`config.mk`:
```
export PLATFORM = sky130hd
export DESIGN_NAME = iop_ports
export DESIGN_NICKNAME = d
export VERILOG_FILES = /design/src/design/iop_pkg.sv /design/src/design/iop_ports.sv
export VERILOG_INCLUDE_DIRS = /design/src /design/src/design
export SDC_FILE = /design/constraint.sdc
export NUM_CORES = 1
export LEC_CHECK = 0
export BUFFER_PORTS_ARGS = -buffer_cell sky130_fd_sc_hd__buf_2
export CORE_ASPECT_RATIO = 1.75
export CORE_MARGIN = 2
export CORE_UTILIZATION = 54
export DETAILED_ROUTE_END_ITERATION = 8
export PLACE_DENSITY = 0.76
export SYNTH_ARGS = -nofsm -noshare
export SYNTH_HDL_FRONTEND = slang
export SYNTH_SLANG_ARGS = --single-unit
```
`constraint.sdc`:
```
create_clock -name sys_clk -period 2.5 [get_ports sys_clk]
set_clock_uncertainty 0.15 [all_clocks]
set_input_delay 0.625 -clock sys_clk [delete_from_list [all_inputs] [get_ports sys_clk]]
set_output_delay 0.625 -clock sys_clk [all_outputs]
set_load 0.005 [all_outputs]
```
`src/design/iop_regs.svh`:
```
/*
  register indices, field positions, encodings and reset values
  for the input/output port block.
  assumes: included by bare name, byte address = 4 * index.
*/
`ifndef IOP_REGS_SVH
`define IOP_REGS_SVH

// register indices (byte address is index times four)
`define IOP_IDX_IN0_LVL   6'h10
`define IOP_IDX_IN1_LVL   6'h11
`define IOP_IDX_IN0_TYPE  6'h12
`define IOP_IDX_IN1_TYPE  6'h13
`define IOP_IDX_IN1_PULL  6'h14
`define IOP_IDX_IN0_PULL  6'h15
`define IOP_IDX_IE0       6'h16
`define IOP_IDX_IE1       6'h17
`define IOP_IDX_STATUS    6'h18
`define IOP_IDX_ODATA0    6'h20
`define IOP_IDX_ODATA_LST 6'h25
`define IOP_IDX_OMODE0    6'h28
`define IOP_IDX_OMODE_LST 6'h33
`define IOP_IDX_ABUS      6'h34

// field positions
`define IOP_BIT_RATE      0
`define IOP_BIT_PUD       1
`define IOP_BIT_FLAG      0
`define IOP_ADR_IDX_HI    7
`define IOP_ADR_IDX_LO    2

// output drive mode encodings, two bits per pin
`define IOP_DRV_CMOS      2'h0
`define IOP_DRV_NOD       2'h1
`define IOP_DRV_POD       2'h2
`define IOP_DRV_HIZ       2'h3

// reset values and constants
`define IOP_RST_NIB       4'h0
`define IOP_RST_BIT       1'b0
`define IOP_IRQ_VECTOR    16'h001e

`endif

```
`src/design/iop_pkg.sv`:
```
/*
  types of the input/output port block: bus carriers, pin
  carriers and the block's state record.
  assumes: compiled before the block, iop_regs.svh alongside.
*/
`default_nettype none

package iop_pkg;

    // classic wishbone request from the master
    typedef struct packed {
        logic        cyc;
        logic        stb;
        logic        we;
        logic [7:0]  adr;
        logic [3:0]  sel;
        logic [31:0] dat;
    } iop_wb_req_type;

    // slave answer
    typedef struct packed {
        logic        ack;
        logic [31:0] dat;
    } iop_wb_rsp_type;

    // drive-high and drive-low enables, ports 2..7, four pins each
    typedef struct packed {
        logic [23:0] hi;
        logic [23:0] lo;
    } iop_drive_type;

    // resistor controls, ports 0 and 1
    typedef struct packed {
        logic [7:0] en;
        logic [7:0] up;
    } iop_pull_type;

    // all state of the block
    typedef struct packed {
        logic            ack;
        logic [3:0]      rdat;
        logic [7:0]      sync1;
        logic [7:0]      sync2;
        logic [3:0]      p0type;
        logic [3:0]      p1type;
        logic            port0_pull_polarity;
        logic            port1_pull_polarity;
        logic            rate;
        logic [3:0]      ie0;
        logic [3:0]      ie1;
        logic            flag;
        logic            req;
        logic            samp;
        logic            primed;
        logic            tb_prev;
        logic [5:0][3:0] odata;
        logic [5:0][7:0] omode;
        logic [3:0]      abus;
        logic [23:0]     hi;
        logic [23:0]     lo;
        logic [7:0]      pen;
        logic [7:0]      pup;
    } iop_state_type;

endpackage : iop_pkg

`default_nettype wire

```
`src/design/iop_ports.sv`:
```
/*
  input ports 0-1 and output ports 2-7 of a 4-bit controller,
  reached over a classic wishbone slave with 32-bit data.
  assumes: one clock sys_clk, synchronous active-high rst;
  time base levels and the external transfer strobe come from
  logic on the same clock; input pins are asynchronous.
*/
// Implementation choice: the Wishbone slave port.
// Contract
// - read-only level register per input port
// - port 1 per-pin type, 0 resistor, 1 hi-z
// - one port 0 polarity bit, 0 down
// - port 1 polarity at bit 1, 0 down
// - bit 0 picks 128 Hz or 4 kHz sampling
// - per-pin interrupt enables, reset disabled
// - only enabled pins feed the interrupt
// - sample on sampling clock fall, raise request
// - flag set within one sampling period
// - interrupt delivered to vector 001EH
// - pull-down: fire on any-high or all-low
// - pull-up: fire on any-low or all-high; the code does so only with both ports pulled up, mixed polarity uses any-high
// - ports 2-3 data reset zero, second-state update
// - ports 4-7 data reset zero, second-state update
// - ports 2-3 four drive modes, reset CMOS
// - ports 4-7 four drive modes, reset CMOS
// - address bus select resets to zero
// - address out only during external transfer
// - mode 00 CMOS 01 N-OD 10 P-OD 11 hi-z
`include "iop_regs.svh"
`default_nettype none

module iop_ports
(
    input  wire logic                    sys_clk,
    input  wire logic                    rst,
    input  wire iop_pkg::iop_wb_req_type wb_req,
    output var  iop_pkg::iop_wb_rsp_type wb_rsp,
    input  wire logic [7:0]              in_pins,
    input  wire logic                    tb_128hz,
    input  wire logic                    tb_4khz,
    input  wire logic                    ext_xfer_active,
    input  wire logic [15:0]             ext_addr,
    output var  iop_pkg::iop_drive_type  pin_drive,
    output var  iop_pkg::iop_pull_type   pin_pull,
    output var  logic                    irq_request,
    output var  logic                    irq_flag,
    output var  logic [15:0]             irq_vector
);
    import iop_pkg::*;

    // whole block state in one record; s_nxt is its next value
    iop_state_type s_r;
    iop_state_type s_nxt;

    // drive enables of one pin from its mode and its data bit
    // open-drain modes leave the idle side off for an outside pull
    function automatic logic [1:0] drv_of
    (
        input logic [1:0] md,
        input logic       d
    );
        logic [1:0] r;
        r = 2'b00;
        if (md == `IOP_DRV_CMOS)
        begin
            r = {d, ~d};
        end
        else if (md == `IOP_DRV_NOD)
        begin
            r = {1'b0, ~d};
        end
        else if (md == `IOP_DRV_POD)
        begin
            r = {d, 1'b0};
        end
        else
        begin
            r = 2'b00;
        end
        return r;
    endfunction : drv_of

    // membership of the output data block, for read and write
    function automatic logic in_odata
    (
        input logic [5:0] idx
    );
        return (idx >= `IOP_IDX_ODATA0) && (idx <= `IOP_IDX_ODATA_LST);
    endfunction : in_odata

    // membership of the drive mode block, for read and write
    function automatic logic in_omode
    (
        input logic [5:0] idx
    );
        return (idx >= `IOP_IDX_OMODE0) && (idx <= `IOP_IDX_OMODE_LST);
    endfunction : in_omode

    // offset of an index inside a block that starts at base
    function automatic logic [5:0] slot_of
    (
        input logic [5:0] idx,
        input logic [5:0] base
    );
        return idx - base;
    endfunction : slot_of

    // read mux; unmapped and reserved bits read as zero
    // level reads lag the pins by the two synchroniser edges
    function automatic logic [3:0] rd_of
    (
        input iop_state_type s,
        input logic [5:0]    idx
    );
        logic [3:0] r;
        logic [5:0] k;
        r = `IOP_RST_NIB;
        k = 6'h00;
        if (idx == `IOP_IDX_IN0_LVL)
        begin
            r = s.sync2[3:0];
        end
        else if (idx == `IOP_IDX_IN1_LVL)
        begin
            r = s.sync2[7:4];
        end
        else if (idx == `IOP_IDX_IN0_TYPE)
        begin
            r = s.p0type;
        end
        else if (idx == `IOP_IDX_IN1_TYPE)
        begin
            r = s.p1type;
        end
        else if (idx == `IOP_IDX_IN1_PULL)
        begin
            r[`IOP_BIT_PUD]  = s.port1_pull_polarity;
            r[`IOP_BIT_RATE] = s.rate;
        end
        else if (idx == `IOP_IDX_IN0_PULL)
        begin
            r[`IOP_BIT_PUD] = s.port0_pull_polarity;
        end
        else if (idx == `IOP_IDX_IE0)
        begin
            r = s.ie0;
        end
        else if (idx == `IOP_IDX_IE1)
        begin
            r = s.ie1;
        end
        else if (idx == `IOP_IDX_STATUS)
        begin
            r[`IOP_BIT_FLAG] = s.flag;
        end
        else if (in_odata(idx))
        begin
            k = slot_of(idx, `IOP_IDX_ODATA0);
            r = s.odata[k[2:0]];
        end
        else if (in_omode(idx))
        begin
            k = slot_of(idx, `IOP_IDX_OMODE0);
            r = k[0] ? s.omode[k[3:1]][7:4] : s.omode[k[3:1]][3:0];
        end
        else if (idx == `IOP_IDX_ABUS)
        begin
            r = s.abus;
        end
        else
        begin
            r = `IOP_RST_NIB;
        end
        return r;
    endfunction : rd_of

    // next state of the whole block
    // every temporary is given a value first, so nothing latches
    always_comb
    begin
        logic [5:0] idx;
        logic [5:0] k;
        logic [3:0] wd;
        logic       tb_cur;
        logic       fall;
        logic       lvl;
        logic [7:0] act;
        logic [3:0] nib;
        logic [1:0] dv;
        idx    = wb_req.adr[`IOP_ADR_IDX_HI:`IOP_ADR_IDX_LO];
        k      = 6'h00;
        wd     = wb_req.dat[3:0];
        tb_cur = 1'b0;
        fall   = 1'b0;
        lvl    = 1'b0;
        act    = 8'h00;
        nib    = `IOP_RST_NIB;
        dv     = 2'b00;
        s_nxt  = s_r;
        s_nxt.ack = 1'b0;
        s_nxt.req = 1'b0;

        // two-flop synchroniser on the input pins
        s_nxt.sync1 = in_pins;
        s_nxt.sync2 = s_r.sync1;

        // bus: one wait state, ack drops the cycle after it rose
        // a master holding stb past ack gets a fresh ack every other
        // cycle, so back-to-back cycles need one idle cycle between
        if (wb_req.cyc && wb_req.stb && !s_r.ack)
        begin
            s_nxt.ack  = 1'b1;
            s_nxt.rdat = rd_of(s_r, idx);
            if (wb_req.we && wb_req.sel[0])
            begin
                if (idx == `IOP_IDX_IN0_TYPE)
                begin
                    s_nxt.p0type = wd;
                end
                else if (idx == `IOP_IDX_IN1_TYPE)
                begin
                    s_nxt.p1type = wd;
                end
                else if (idx == `IOP_IDX_IN1_PULL)
                begin
                    s_nxt.port1_pull_polarity = wd[`IOP_BIT_PUD];
                    s_nxt.rate  = wd[`IOP_BIT_RATE];
                end
                else if (idx == `IOP_IDX_IN0_PULL)
                begin
                    s_nxt.port0_pull_polarity = wd[`IOP_BIT_PUD];
                end
                else if (idx == `IOP_IDX_IE0)
                begin
                    s_nxt.ie0 = wd;
                end
                else if (idx == `IOP_IDX_IE1)
                begin
                    s_nxt.ie1 = wd;
                end
                else if (idx == `IOP_IDX_STATUS)
                begin
                    // write one to clear; a same-cycle set below wins
                    if (wd[`IOP_BIT_FLAG])
                    begin
                        s_nxt.flag = 1'b0;
                    end
                end
                else if (in_odata(idx))
                begin
                    k = slot_of(idx, `IOP_IDX_ODATA0);
                    s_nxt.odata[k[2:0]] = wd;
                end
                else if (in_omode(idx))
                begin
                    k = slot_of(idx, `IOP_IDX_OMODE0);
                    if (k[0])
                    begin
                        s_nxt.omode[k[3:1]][7:4] = wd;
                    end
                    else
                    begin
                        s_nxt.omode[k[3:1]][3:0] = wd;
                    end
                end
                else if (idx == `IOP_IDX_ABUS)
                begin
                    s_nxt.abus = wd;
                end
                else
                begin
                    s_nxt.abus = s_r.abus; // unmapped: write ignored
                end
            end
        end

        // sampling clock choice and its falling edge
        // a rate switch can pair the old source's high with the new
        // source's low and look like a fall; not filtered, so software
        // clears the flag after changing the rate
        tb_cur = s_r.rate ? tb_4khz : tb_128hz;
        s_nxt.tb_prev = tb_cur;
        fall = s_r.tb_prev & ~tb_cur;

        // combined level: any-high with pull-down, all-high with
        // pull-up; disabled pins sit at the neutral value
        // mixed polarity falls back to the any-high form
        act = {s_r.ie1, s_r.ie0};
        if (s_r.port0_pull_polarity && s_r.port1_pull_polarity)
        begin
            lvl = &(s_r.sync2 | ~act);
        end
        else
        begin
            lvl = |(s_r.sync2 & act);
        end

        // first sample only primes, so reset makes no false event
        // the set sits after the bus clear above, so an event in the
        // same cycle as a write-one-to-clear is never lost
        if (fall)
        begin
            s_nxt.samp   = lvl;
            s_nxt.primed = 1'b1;
            if (s_r.primed && (lvl != s_r.samp))
            begin
                s_nxt.req  = 1'b1;
                s_nxt.flag = 1'b1;
            end
        end

        // pins follow the registers one edge late, the second-state edge
        // ext_xfer_active and ext_addr come from the same clock, need no
        // synchroniser, and reach the pins one edge late as well
        for (int i = 0; i < 6; i++)
        begin
            nib = s_r.odata[i];
            if (i >= 2)
            begin
                // address nibble i-2 replaces data only in transfers
                if (s_r.abus[i - 2] && ext_xfer_active)
                begin
                    nib = ext_addr[(i - 2) * 4 +: 4];
                end
            end
            for (int b = 0; b < 4; b++)
            begin
                dv = drv_of(s_r.omode[i][b * 2 +: 2], nib[b]);
                s_nxt.hi[i * 4 + b] = dv[1];
                s_nxt.lo[i * 4 + b] = dv[0];
            end
        end

        // resistor controls: type bit 0 enables, polarity per port
        // a hi-z type bit turns the resistor off and leaves the pin open
        s_nxt.pen = ~{s_r.p1type, s_r.p0type};
        s_nxt.pup = {{4{s_r.port1_pull_polarity}}, {4{s_r.port0_pull_polarity}}};
    end

    // single state register; every control field resets to zero
    // constants only in reset; on the first edge after release the
    // pins settle to cmos low and the resistors switch on
    always_ff @(posedge sys_clk)
    begin
        if (rst)
        begin
            s_r <= '0;
        end
        else
        begin
            s_r <= s_nxt;
        end
    end

    // outputs straight from the state register
    // read data above the nibble is tied low; one nibble is stored
    assign wb_rsp.ack    = s_r.ack;
    assign wb_rsp.dat    = {28'h000_0000, s_r.rdat};
    assign pin_drive.hi  = s_r.hi;
    assign pin_drive.lo  = s_r.lo;
    assign pin_pull.en   = s_r.pen;
    assign pin_pull.up   = s_r.pup;
    assign irq_request   = s_r.req;
    assign irq_flag      = s_r.flag;
    // fixed vector for the interrupt controller
    // a constant, so no register is spent on it
    assign irq_vector    = `IOP_IRQ_VECTOR;

endmodule : iop_ports

`default_nettype wire

```
---- Word-level counts from Yosys, hierarchy flattened ----
Cells that the tools add are included.
operators by class
  add/sub/neg operators ................... 2
  $lt $le $gt $ge ......................... 8
  equal/unequal tests ..................... 59
  mux-type cells .......................... 122
  bitwise operators ....................... 40
  reduce and logical (&&, ||, !) cells .... 50
operators with widths
  operator            number
  $mux 2              76
  $bwmux 48           2
  $mux 4              18
  $eq 6x5->1 const B  9
  $demux 8 s3         2
  $eq 2x1->1 const B  24
  $eq 2x2->1 const B  24
  $logic_not 2->1     24
  $mux 48             1
  $not 1->1           35
  $bmux 8 s3          1
  $bwmux 24           1
  $mux 8              2
  $not 8->8           2
  $reduce_and 8->1    2
  $mux 1              15
  $logic_and 1x1->1   13
  $bmux 4 s3          1
  $demux 4 s3         1
  $ge 6x6->1 const B  2
  $le 6x6->1 const B  2
  $reduce_and 12->1   1
  $reduce_and 11->1   1
  $reduce_and 10->1   1
  19 further kinds    21
word-level totals
  register bits after elaboration ......... 182
  bits of input ports ..................... 76
  output and inout bits ................... 115

---- Longest topological paths before layout ----
Gate-level depths: netlist of run 1.
  word-level depth ........................ 16
  mapped depth ............................ 9

---- Worst setup path before layout of run 1 ----
OpenSTA, ideal clock, no wires.
  kind .................................... input port to flip-flop
  from .................................... input port wb_req[38] in the netlist's numbering
  to ...................................... register s_r, in the netlist wb_rsp[2]
  data arrival time ....................... 1955 ps
  required time ........................... 2215 ps
  slack ................................... 260 ps
  cell stages on the path ................. 7
  path buffers ............................ 2
  cells stage by stage .................... buf_4 buf_4 mux4_2 o22ai_1 nor3_1 a2111oi_0 o22ai_1
between the ends
  word-level cells in the longest chain between the ends .. 15
RTL lines
  item                          RTL line          RTL
  from (decl)                   iop_ports.sv:36   input wire iop_pkg::iop_wb_req_type wb_req,
  $sub 4x4->4                   iop_ports.sv:105  return idx - base;
  $bmux 8 s3                    iop_ports.sv:164  r = k[0] ? s.omode[k[3:1]][7:4] : s.omode[k[3:1]][3:0];
  $mux 8 (implied by the code)  iop_ports.sv:164
  $mux 4                        iop_ports.sv:164
  $mux 4                        iop_ports.sv:161  else if (in_omode(idx))
  $mux 4                        iop_ports.sv:156  else if (in_odata(idx))
  $mux 3                        iop_ports.sv:152  else if (idx == `IOP_IDX_STATUS)
  $mux 4                        iop_ports.sv:148  else if (idx == `IOP_IDX_IE1)
  $mux 4                        iop_ports.sv:144  else if (idx == `IOP_IDX_IE0)
  $mux 2                        iop_ports.sv:140  else if (idx == `IOP_IDX_IN0_PULL)
  $mux 2                        iop_ports.sv:135  else if (idx == `IOP_IDX_IN1_PULL)
  $mux 4                        iop_ports.sv:131  else if (idx == `IOP_IDX_IN1_TYPE)
  $mux 4                        iop_ports.sv:127  else if (idx == `IOP_IDX_IN0_TYPE)
  $mux 4                        iop_ports.sv:123  else if (idx == `IOP_IDX_IN1_LVL)
  $mux 4 *                      iop_ports.sv:119  if (idx == `IOP_IDX_IN0_LVL)
  to (signal assigned)          iop_ports.sv:351  s_r <= s_nxt;
  to (decl)                     iop_ports.sv:52   iop_state_type s_r;
Mark *: on every way between the ends. The rest lies on a longest branch, timed or not. The select of a mux whose other input is x is not followed.
A chain may end at the register's enable or synchronous reset.

---- Worst setup path in the final report of run 1 ----
Ends and elaborated chain as after synthesis.

==> run_results.csv, run 1 <==
group,metric,value,unit
critical_path,startpoint_type,"input pin",
clock_network,clkSlewWorstSetupHoldPaths,0.07,ns
global_route,gr-usage-met1,0.274,
place,dp.final_hpwl,15700,um
layout,final_cell_mix,"179 x dfxtp_1, 112 x buf_2, 94 x mux2i_1",
critical_path,cp-end-kind,"flip-flop",
global_route,grt_max_degree,54,
drt,drc_errors,0,
place,io_buffers,113,
global_route,met2_usage,0.495,
sta,finalSetupTns,0,ns
synth,synth_cell_types,61,
synth,synth_edf_count,0,
sta,finalCritPeriodShare,0.964,
clock_network,ctsResizeCount,0,
critical_path,cp_max_fo,9,
global_route,overflow,0,
clock_network,holdBufCountCts,0,
critical_path,crit_arrival,2.56,ns
critical_path,cp_slowest_cell,"mux4_2",
layout,area_growth,12.7,%
drt,wirelength,21700,um
sta,fin_ws,0.0901,ns
outcome,outcome,"finished, final reports clean",
clock_network,cts_tree,"built",
power_and_ir_drop,seqPwrFrac,0.477,
critical_path,critical_path_class,"in -> reg",
critical_path,path_cells,"buf_2 > buf_12 > mux4_2 > o22ai_1 > nor3_1 > a2111oi_0 > buf_4 > o22ai_1",
clock_network,numCtsBuffers,17,
layout,drive_gt1_frac,0.240,
synth,synth_area_per_cell,9.08,um^2
global_route,gr-usage-all-layers,0.265,
layout,fill_cells,1251,
critical_path,cp_top_family,"compound AO/OA/AOI/OAI gates",
clock_network,clock_latency,0.42,ns
die,row_count,59,
clock_network,clk_path_buf_depth,2,
layout,multiInputGateArea,3550,um^2
place,dp.cells,1135,
global_route,grt_use_met3,0.0403,
worst_hold_path,holdCritPathClass,"in -> reg",
die,core_area,14800,um^2
clock_network,cts_root_buf,"clkbuf_16",
power_and_ir_drop,p_per_area,664,nW/um^2
clock_network,cts_max_level,4,
clock_network,cts_setup_buffers,0,
synth,syn_inst,898,
power_and_ir_drop,sw_frac_of_total,0.242,
layout,n_antenna_cell,0,
synth,yosys_warnings,0,
layout,instances_no_fill,1167,
layout,seqCellArea,3580,um^2
critical_path,crit_path_frequent_cell,"o22ai_1",
drt,first_pass_iters,5,
sta,slew_headroom,0.579,
global_route,grt-busiest-layer,"met2",
die,dieArea,16100,um^2
drt,vias,6500,
global_route,grt_pass1_vias,6547,
global_route,antenna_found_initial,0,
place,gp_congestion,0.923,
power_and_ir_drop,switching_power,0.00148,W
critical_path,cpPeakStageDelay,0.54,ns
synth,ys.flop_type,"dfxtp_1",
drt,ant_nets,0,
layout,layout_commonest_cell,"dfxtp_1",
layout,nNetsFinal,1047,
synth,yosysSeqAreaShare,0.439,
global_route,grt_pass1_wl,33700,um
place,place_ws,-0.271,ns
run,maxCapViolations,0,
sta,drv_slew,0,
sta,final_hold_viol_count,0,
synth,synth_area,8150,um^2
power_and_ir_drop,p_clk_frac,0.455,
clock_network,cts.sinks,179,
die,die_h,167,um
sta,rsz0062_at_grt,"no",
sta,tightest_slew,0.632,ns
power_and_ir_drop,p_leak,4.02,nW
drt,vias_per_cell,5.57,
sta,fmax,415,MHz
die,start_util,0.550,
drt,avgRoutedWirePerCell,18.6,um
synth,synth_seq_cells,179,
sta,holdWs,0.259,ns
drt,drtIter0Drc,346,
power_and_ir_drop,combPwrFrac,0.068,
critical_path,worstPathRequired,2.65,ns
sta,period_needed,2.41,ns
die,ioPinCount,191,
synth,ys_async_sr_fraction,0,
power_and_ir_drop,vdd_drop_max,0.459,mV
power_and_ir_drop,internal-power,0.00463,W
die,die_x,96.9,um
layout,fin_util,0.619,
critical_path,cp_num_buf_inv,3,
sta,setup_violations,0,
[path summary, 6_finish.rpt]
| check | start | depth (start not counted) | to | slack [ns] |
|---|---|---|---|---|
| min reg2reg | s_r[82] | 1 | pin_drive[31] | 0.29 |
| max reg2reg | s_r[118] | 6 | wb_rsp[2] | 0.37 |
| min | in_pins[5] | 2 | s_nxt[169] | 0.26 |
| max | wb_req[38] | 8 | wb_rsp[2] | 0.09 |
[sequential cells by signal (all words and copies together) (netlist names)]
register and cells:
s_r 104, pin_drive 48, pin_pull 10, s_nxt 10, wb_rsp 5, irq_flag 1, irq_request 1
[Yosys cell counts (3+ instances only)]
master / number / area [um^2]
o22ai_1: 11 / 68.8
nand2_1: 67 / 251
nor3b_1: 25 / 188
o21ai_1: 4 / 20.0
and2_1: 3 / 18.8
buf_6: 3 / 33.8
mux2i_1: 94 / 941
buf_4: 118 / 886
nor2b_1: 19 / 119
a22oi_1: 5 / 37.5
o221ai_1: 4 / 35.0
nand3_1: 17 / 85.1
nor3_1: 32 / 160
dfxtp_1: 179 / 3580
clkbuf_1: 37 / 139
mux4_2: 9 / 203
nand4_1: 5 / 31.3
a211oi_1: 3 / 22.5
buf_2: 11 / 55.1
inv_1: 12 / 45.0
nor2_1: 92 / 345
a21oi_1: 54 / 270
and3_1: 3 / 18.8
or3_1: 4 / 25.0
o21ai_0: 43 / 215
[power by group through the flow]
stage	Sequential [W]	Combinational, W	Clock (W)
floorplan	0.00297	0.000312	0
global placement	0.00298	0.000409	0
detailed placement	0.00298	0.000411	0
CTS	0.00291	0.000414	0.00280
global route	0.00291	0.000451	0.00291
finish	0.00291	0.000417	0.00277
[through the flow]
stage	power, W	instance area [um^2]
final	0.00610	9190
after global routing	0.00627	9190
after CTS	0.00612	9190
after detailed placement	0.00339	8580
after global placement	0.00338	8580
after floorplan	0.00328	8310
[cells by family after synthesis]
logic type,synth area share
buf+inv,0.144
simple gates,0.176
flops,0.439
compound gates,0.0981
other cells,0.000921
xor+xnor,0.00107
mux,0.140
[metal layers]
metal | share of wire | wire, um
met5 | 0 | 0
met4 | 0.054 | 1180
met3 | 0.042 | 903
met2 | 0.54 | 11700
met1 | 0.37 | 7950
[layout make-up]
| cell class | instances | area share |
|---|---|---|
| clock buffers | 19 | 0.0493 |
| clock inverters | 13 | 0.0172 |
| inverters | 13 | 0.00531 |
| multi-input cells | 576 | 0.387 |
| flip-flops and latches | 179 | 0.390 |
| well taps | 183 | 0.0249 |
| repair buffers | 184 | 0.127 |
Power figures use the tool's default switching activity.
==> run 2, diff against run 1 <==
Clock period 2.5 ns to 2.4 ns, I/O delays scaled along.
==> run_results.csv, run 2 (synthesis gave the netlist of run 1 again) <==
group,metric,value,unit
critical_path,critical_path_class,"in -> reg",
sta,period_needed,2.25,ns
drt,vias,6479,
power_and_ir_drop,vdd_drop_max,0.440,mV
layout,layout_commonest_cell,"dfxtp_1",
sta,rsz0062_at_grt,"no",
drt,first_pass_iters,5,
global_route,gr-usage-all-layers,0.261,
layout,regMostFlops,"s_r",
critical_path,worstPathRequired,2.55,ns
global_route,grt-busiest-layer,"met2",
sta,fmax,445,MHz
power_and_ir_drop,total_power,0.00623,W
power_and_ir_drop,p_leak,4.04,nW
clock_network,clk_path_buf_depth,2,
drt,avgRoutedWirePerCell,18.3,um
clock_network,cts_tree,"built",
sta,drv_slew,0,
die,die_h,167,um
layout,nNetsFinal,1053,
global_route,antenna_found_initial,0,
drt,drc_errors,0,
layout,largest_reg_flops,104,
sta,setup_violations,0,
critical_path,cpPeakStageDelay,0.53,ns
critical_path,cp_top_family,"compound AO/OA/AOI/OAI gates",
sta,tightest_slew,0.621,ns
outcome,outcome,"finished, final reports clean",
die,die_x,96.9,um
critical_path,cp_slowest_cell,"mux4_2",
critical_path,startpoint_type,"input pin",
clock_network,holdBufCountCts,0,
global_route,grt_use_met3,0.0420,
drt,drtIter0Drc,402,
global_route,grt_pass1_wl,33000,um
sta,holdWs,0.227,ns
sta,slew_headroom,0.586,
layout,fill_cells,1295,
drt,vias_per_cell,5.52,
worst_hold_path,holdCritPathClass,"in -> reg",
die,core_area,14800,um^2
clock_network,cts.sinks,179,
layout,drive_gt1_frac,0.240,
sta,final_hold_viol_count,0,
clock_network,cts_setup_buffers,0,
critical_path,cp_max_fo,6,
place,dp.final_hpwl,15900,um
global_route,met2_usage,0.478,
sta,finalSetupTns,0,ns
clock_network,ctsResizeCount,0,
global_route,gr-usage-met1,0.275,
place,io_buffers,113,
die,ioPinCount,191,
critical_path,crit_path_frequent_cell,"o22ai_1",
critical_path,path_cells,"buf_2 > buf_12 > mux4_2 > o22ai_1 > nor3_1 > a2111oi_0 > buf_4 > o22ai_1",
clock_network,numCtsBuffers,17,
clock_network,clkSlewWorstSetupHoldPaths,0.07,ns
power_and_ir_drop,p_per_area,675,nW/um^2
layout,area_growth,13.1,%
global_route,grt_pass1_vias,6358,
place,gp_congestion,0.920,
drt,ant_nets,0,
global_route,overflow,0,
critical_path,cp_num_buf_inv,3,
critical_path,cp-end-kind,"flip-flop",
drt,wirelength,21400,um
layout,fin_util,0.622,
die,dieArea,16100,um^2
clock_network,cts_max_level,4,
layout,n_antenna_cell,0,
critical_path,crit_arrival,2.40,ns
global_route,grt_max_degree,52,
layout,final_cell_mix,"179 x dfxtp_1, 112 x buf_2, 94 x mux2i_1",
die,start_util,0.550,
die,row_count,59,
sta,finalCritPeriodShare,0.936,
run,maxCapViolations,0,
clock_network,clock_latency,0.43,ns
clock_network,cts_root_buf,"clkbuf_16",
==> run 2: area by class of cell <==
type                            instances  area [um^2]  share of cell area
Tap cell                              183          229              0.0248
Clock buffer                           22          454              0.0492
Inverter                               13         48.8             0.00529
Multi-Input combinational cell        576         3550               0.385
Timing Repair Buffer                  190         1230               0.134
Clock inverter                         10          124              0.0134
Sequential cell                       179         3580               0.388
==> run 2: worst paths after layout <==
| kind | from | to | slack (ns) | depth (start not counted) |
|---|---|---|---|---|
| setup / recovery | wb_req[38] | wb_rsp[2] | 0.15 | 8 |
| hold / removal | in_pins[6] | s_nxt[170] | 0.23 | 2 |
| setup reg to reg | wb_rsp[32] | s_r[136] | 0.34 | 7 |
| hold reg to reg | s_nxt[169] | s_r[169] | 0.29 | 1 |
==> run 2: where the power goes <==
group          total [W]  switching [W]  internal (W)
clock network    0.00276        0.00118       0.00158
registers        0.00303      0.0000167       0.00302
logic           0.000439       0.000257      0.000181
==> run 2: layer usage <==
layer | share of wire | vias to the layer above | wire [um]
met2 | 0.53 | 280 | 11300
met5 | 0 | - | 0
met3 | 0.046 | 79 | 991
met1 | 0.37 | 3034 | 7910
li1 | - | 3086 | -
met4 | 0.056 | 0 | 1190
==> run 2: worst reg2reg max path, cell delays in order (launching register included) <==
cell and delay [ns]:
dfxtp_1 0.32, and3b_1 0.25, and3_2 0.29, buf_4 0.17, nand2_1 0.08, nor2_1 0.40, mux2i_1 0.25, nor2_1 0.05
==> run 2: stage by stage <==
| step | area (um^2) | worst slack [ns] | cells |
|---|---|---|---|
| 2_1_floorplan | 8310 | 0.185 | 940 |
| 3_3_place_gp | 8650 | -0.347 | 1141 |
| 3_5_place_dp | 8650 | -0.286 | 1141 |
| 4_1_cts | 9230 | 0.148 | 1173 |
| 5_1_grt | 9230 | 0.0702 | 1173 |
| 6_report | 9230 | 0.154 | 1173 |
==> run 3, diff against run 2 <==
Settings changed: GPL_TIMING_DRIVEN from default to 0.
==> run_results.csv, run 3 (synthesis gave the netlist of run 1 again) <==
group,metric,value,unit
outcome,outcome,"finished, final reports clean",
layout,regMostFlops,"s_r",
layout,largest_reg_flops,104,
critical_path,reg2reg_from,"wb_rsp[32]",
power_and_ir_drop,p_leak,4.36,nW
layout,drive_gt1_frac,0.275,
sta,fmax,424,MHz
place,gp_congestion,0.992,
place,io_buffers,106,
global_route,gr-usage-all-layers,0.307,
worst_hold_path,hp-start,"in_pins[7]",
layout,final_cell_mix,"179 x dfxtp_1, 119 x buf_4, 115 x buf_2",
clock_network,holdBufCountCts,0,
drt,ant_nets,0,
sta,final_hold_viol_count,0,
global_route,grt_pass1_vias,6868,
die,dieArea,16100,um^2
global_route,grt_pass1_wl,38200,um
place,dp.final_hpwl,18900,um
drt,avgRoutedWirePerCell,20.0,um
critical_path,crit_start,"wb_req[39]",
clock_network,cts.sinks,179,
drt,drtIter0Drc,591,
global_route,antenna_found_initial,0,
sta,finalCritPeriodShare,0.983,
critical_path,cp-end-kind,"flip-flop",
sta,tightest_slew,0.871,ns
drt,wirelength,25200,um
clock_network,clock_latency,0.44,ns
drt,vias,7110,
global_route,grt_max_degree,19,
die,row_count,59,
drt,first_pass_iters,5,
drt,vias_per_cell,5.63,
global_route,overflow,0,
drt,drc_errors,0,
die,start_util,0.550,
worst_hold_path,holdCritPathClass,"in -> reg",
sta,setup_violations,0,
clock_network,clkSlewWorstSetupHoldPaths,0.07,ns
layout,n_antenna_cell,0,
critical_path,crit_arrival,2.50,ns
clock_network,clk_path_buf_depth,2,
layout,fin_util,0.653,
run,maxCapViolations,0,
sta,rsz0062_at_grt,"no",
clock_network,cts_root_buf,"clkbuf_16",
clock_network,cts_max_level,4,
sta,slew_headroom,0.419,
clock_network,cts_tree,"built",
die,die_x,96.9,um
critical_path,critical_path_class,"in -> reg",
layout,nNetsFinal,1142,
critical_path,startpoint_type,"input pin",
power_and_ir_drop,vdd_drop_max,0.423,mV
place,place_area,9070,um^2
die,core_area,14800,um^2
clock_network,numCtsBuffers,17,
critical_path,worstPathRequired,2.54,ns
layout,area_growth,18.8,%
layout,finalInstanceArea,9680,um^2
layout,layout_commonest_cell,"dfxtp_1",
power_and_ir_drop,p_per_area,645,nW/um^2
die,ioPinCount,191,
critical_path,cp_max_fo,10,
die,die_h,167,um
sta,drv_slew,0,
sta,period_needed,2.36,ns
[run 3: path summary, 6_finish.rpt]
| check | slack [ns] | cells past startpoint | to |
|---|---|---|---|
| hold / removal | 0.22 | 2 | s_nxt[171] |
| hold reg to reg | 0.30 | 1 | pin_drive[20] |
| setup / recovery | 0.04 | 8 | wb_rsp[2] |
| setup reg to reg | 0.14 | 6 | s_r[92] |
[run 3: cell type report]
cell class / count / area (um^2)
fill: 1316 / 5150
tap: 183 / 229
sequential: 179 / 3580
timing repair buffer: 107 / 538
clock buffer: 18 / 439
inverter: 13 / 48.8
clock inverter: 14 / 140
multi-input combinational: 576 / 3570
buffer: 172 / 1130
[run 3: per-stage QoR]
step / setup TNS, ns / instances / total power [W] / worst slack, ns / hold slack [ns]
6_report: 0 / 1262 / 0.00624 / 0.0399 / 0.221
5_1_grt: 0 / 1262 / 0.00640 / 0.0167 / 0.246
4_1_cts: 0 / 1261 / 0.00624 / 0.0469 / 0.226
3_5_place_dp: -17.86 / 1229 / 0.00360 / -0.649 / 0.282
3_3_place_gp: -16.56 / 1229 / 0.00360 / -0.620 / 0.272
2_1_floorplan: 0 / 940 / 0.00342 / 0.185 / 0.259
[run 3: timing repair]
action / in CTS / in global routing
buffers inserted: 0 / 1
gates resized for setup: 2 / 6
pin swaps: 0 / 0
endpoints found under the setup margin: 1 / 22
[run 3: worst max-delay path, stage by stage]
cell	delay, ns
buf_6	0.15
buf_4	0.24
buf_2	0.35
mux4_2	0.41
o22ai_1	0.15
nor3_1	0.12
a2111oi_2	0.34
o22ai_1	0.13
[run 3: where the power goes]
part | internal (W) | leakage [nW] | switching [W]
Sequential | 0.00301 | 1.46 | 0.0000194
Clock | 0.00140 | 0.283 | 0.00129
Combinational | 0.000210 | 2.62 | 0.000307
Total | 0.00463 | 4.36 | 0.00161
[run 3: per-layer routing]
metal / track usage / wire, um
met5: 0 / 0
met4: 0.209 / 1900
met3: 0.0583 / 1820
met2: 0.551 / 12900
met1: 0.318 / 8560
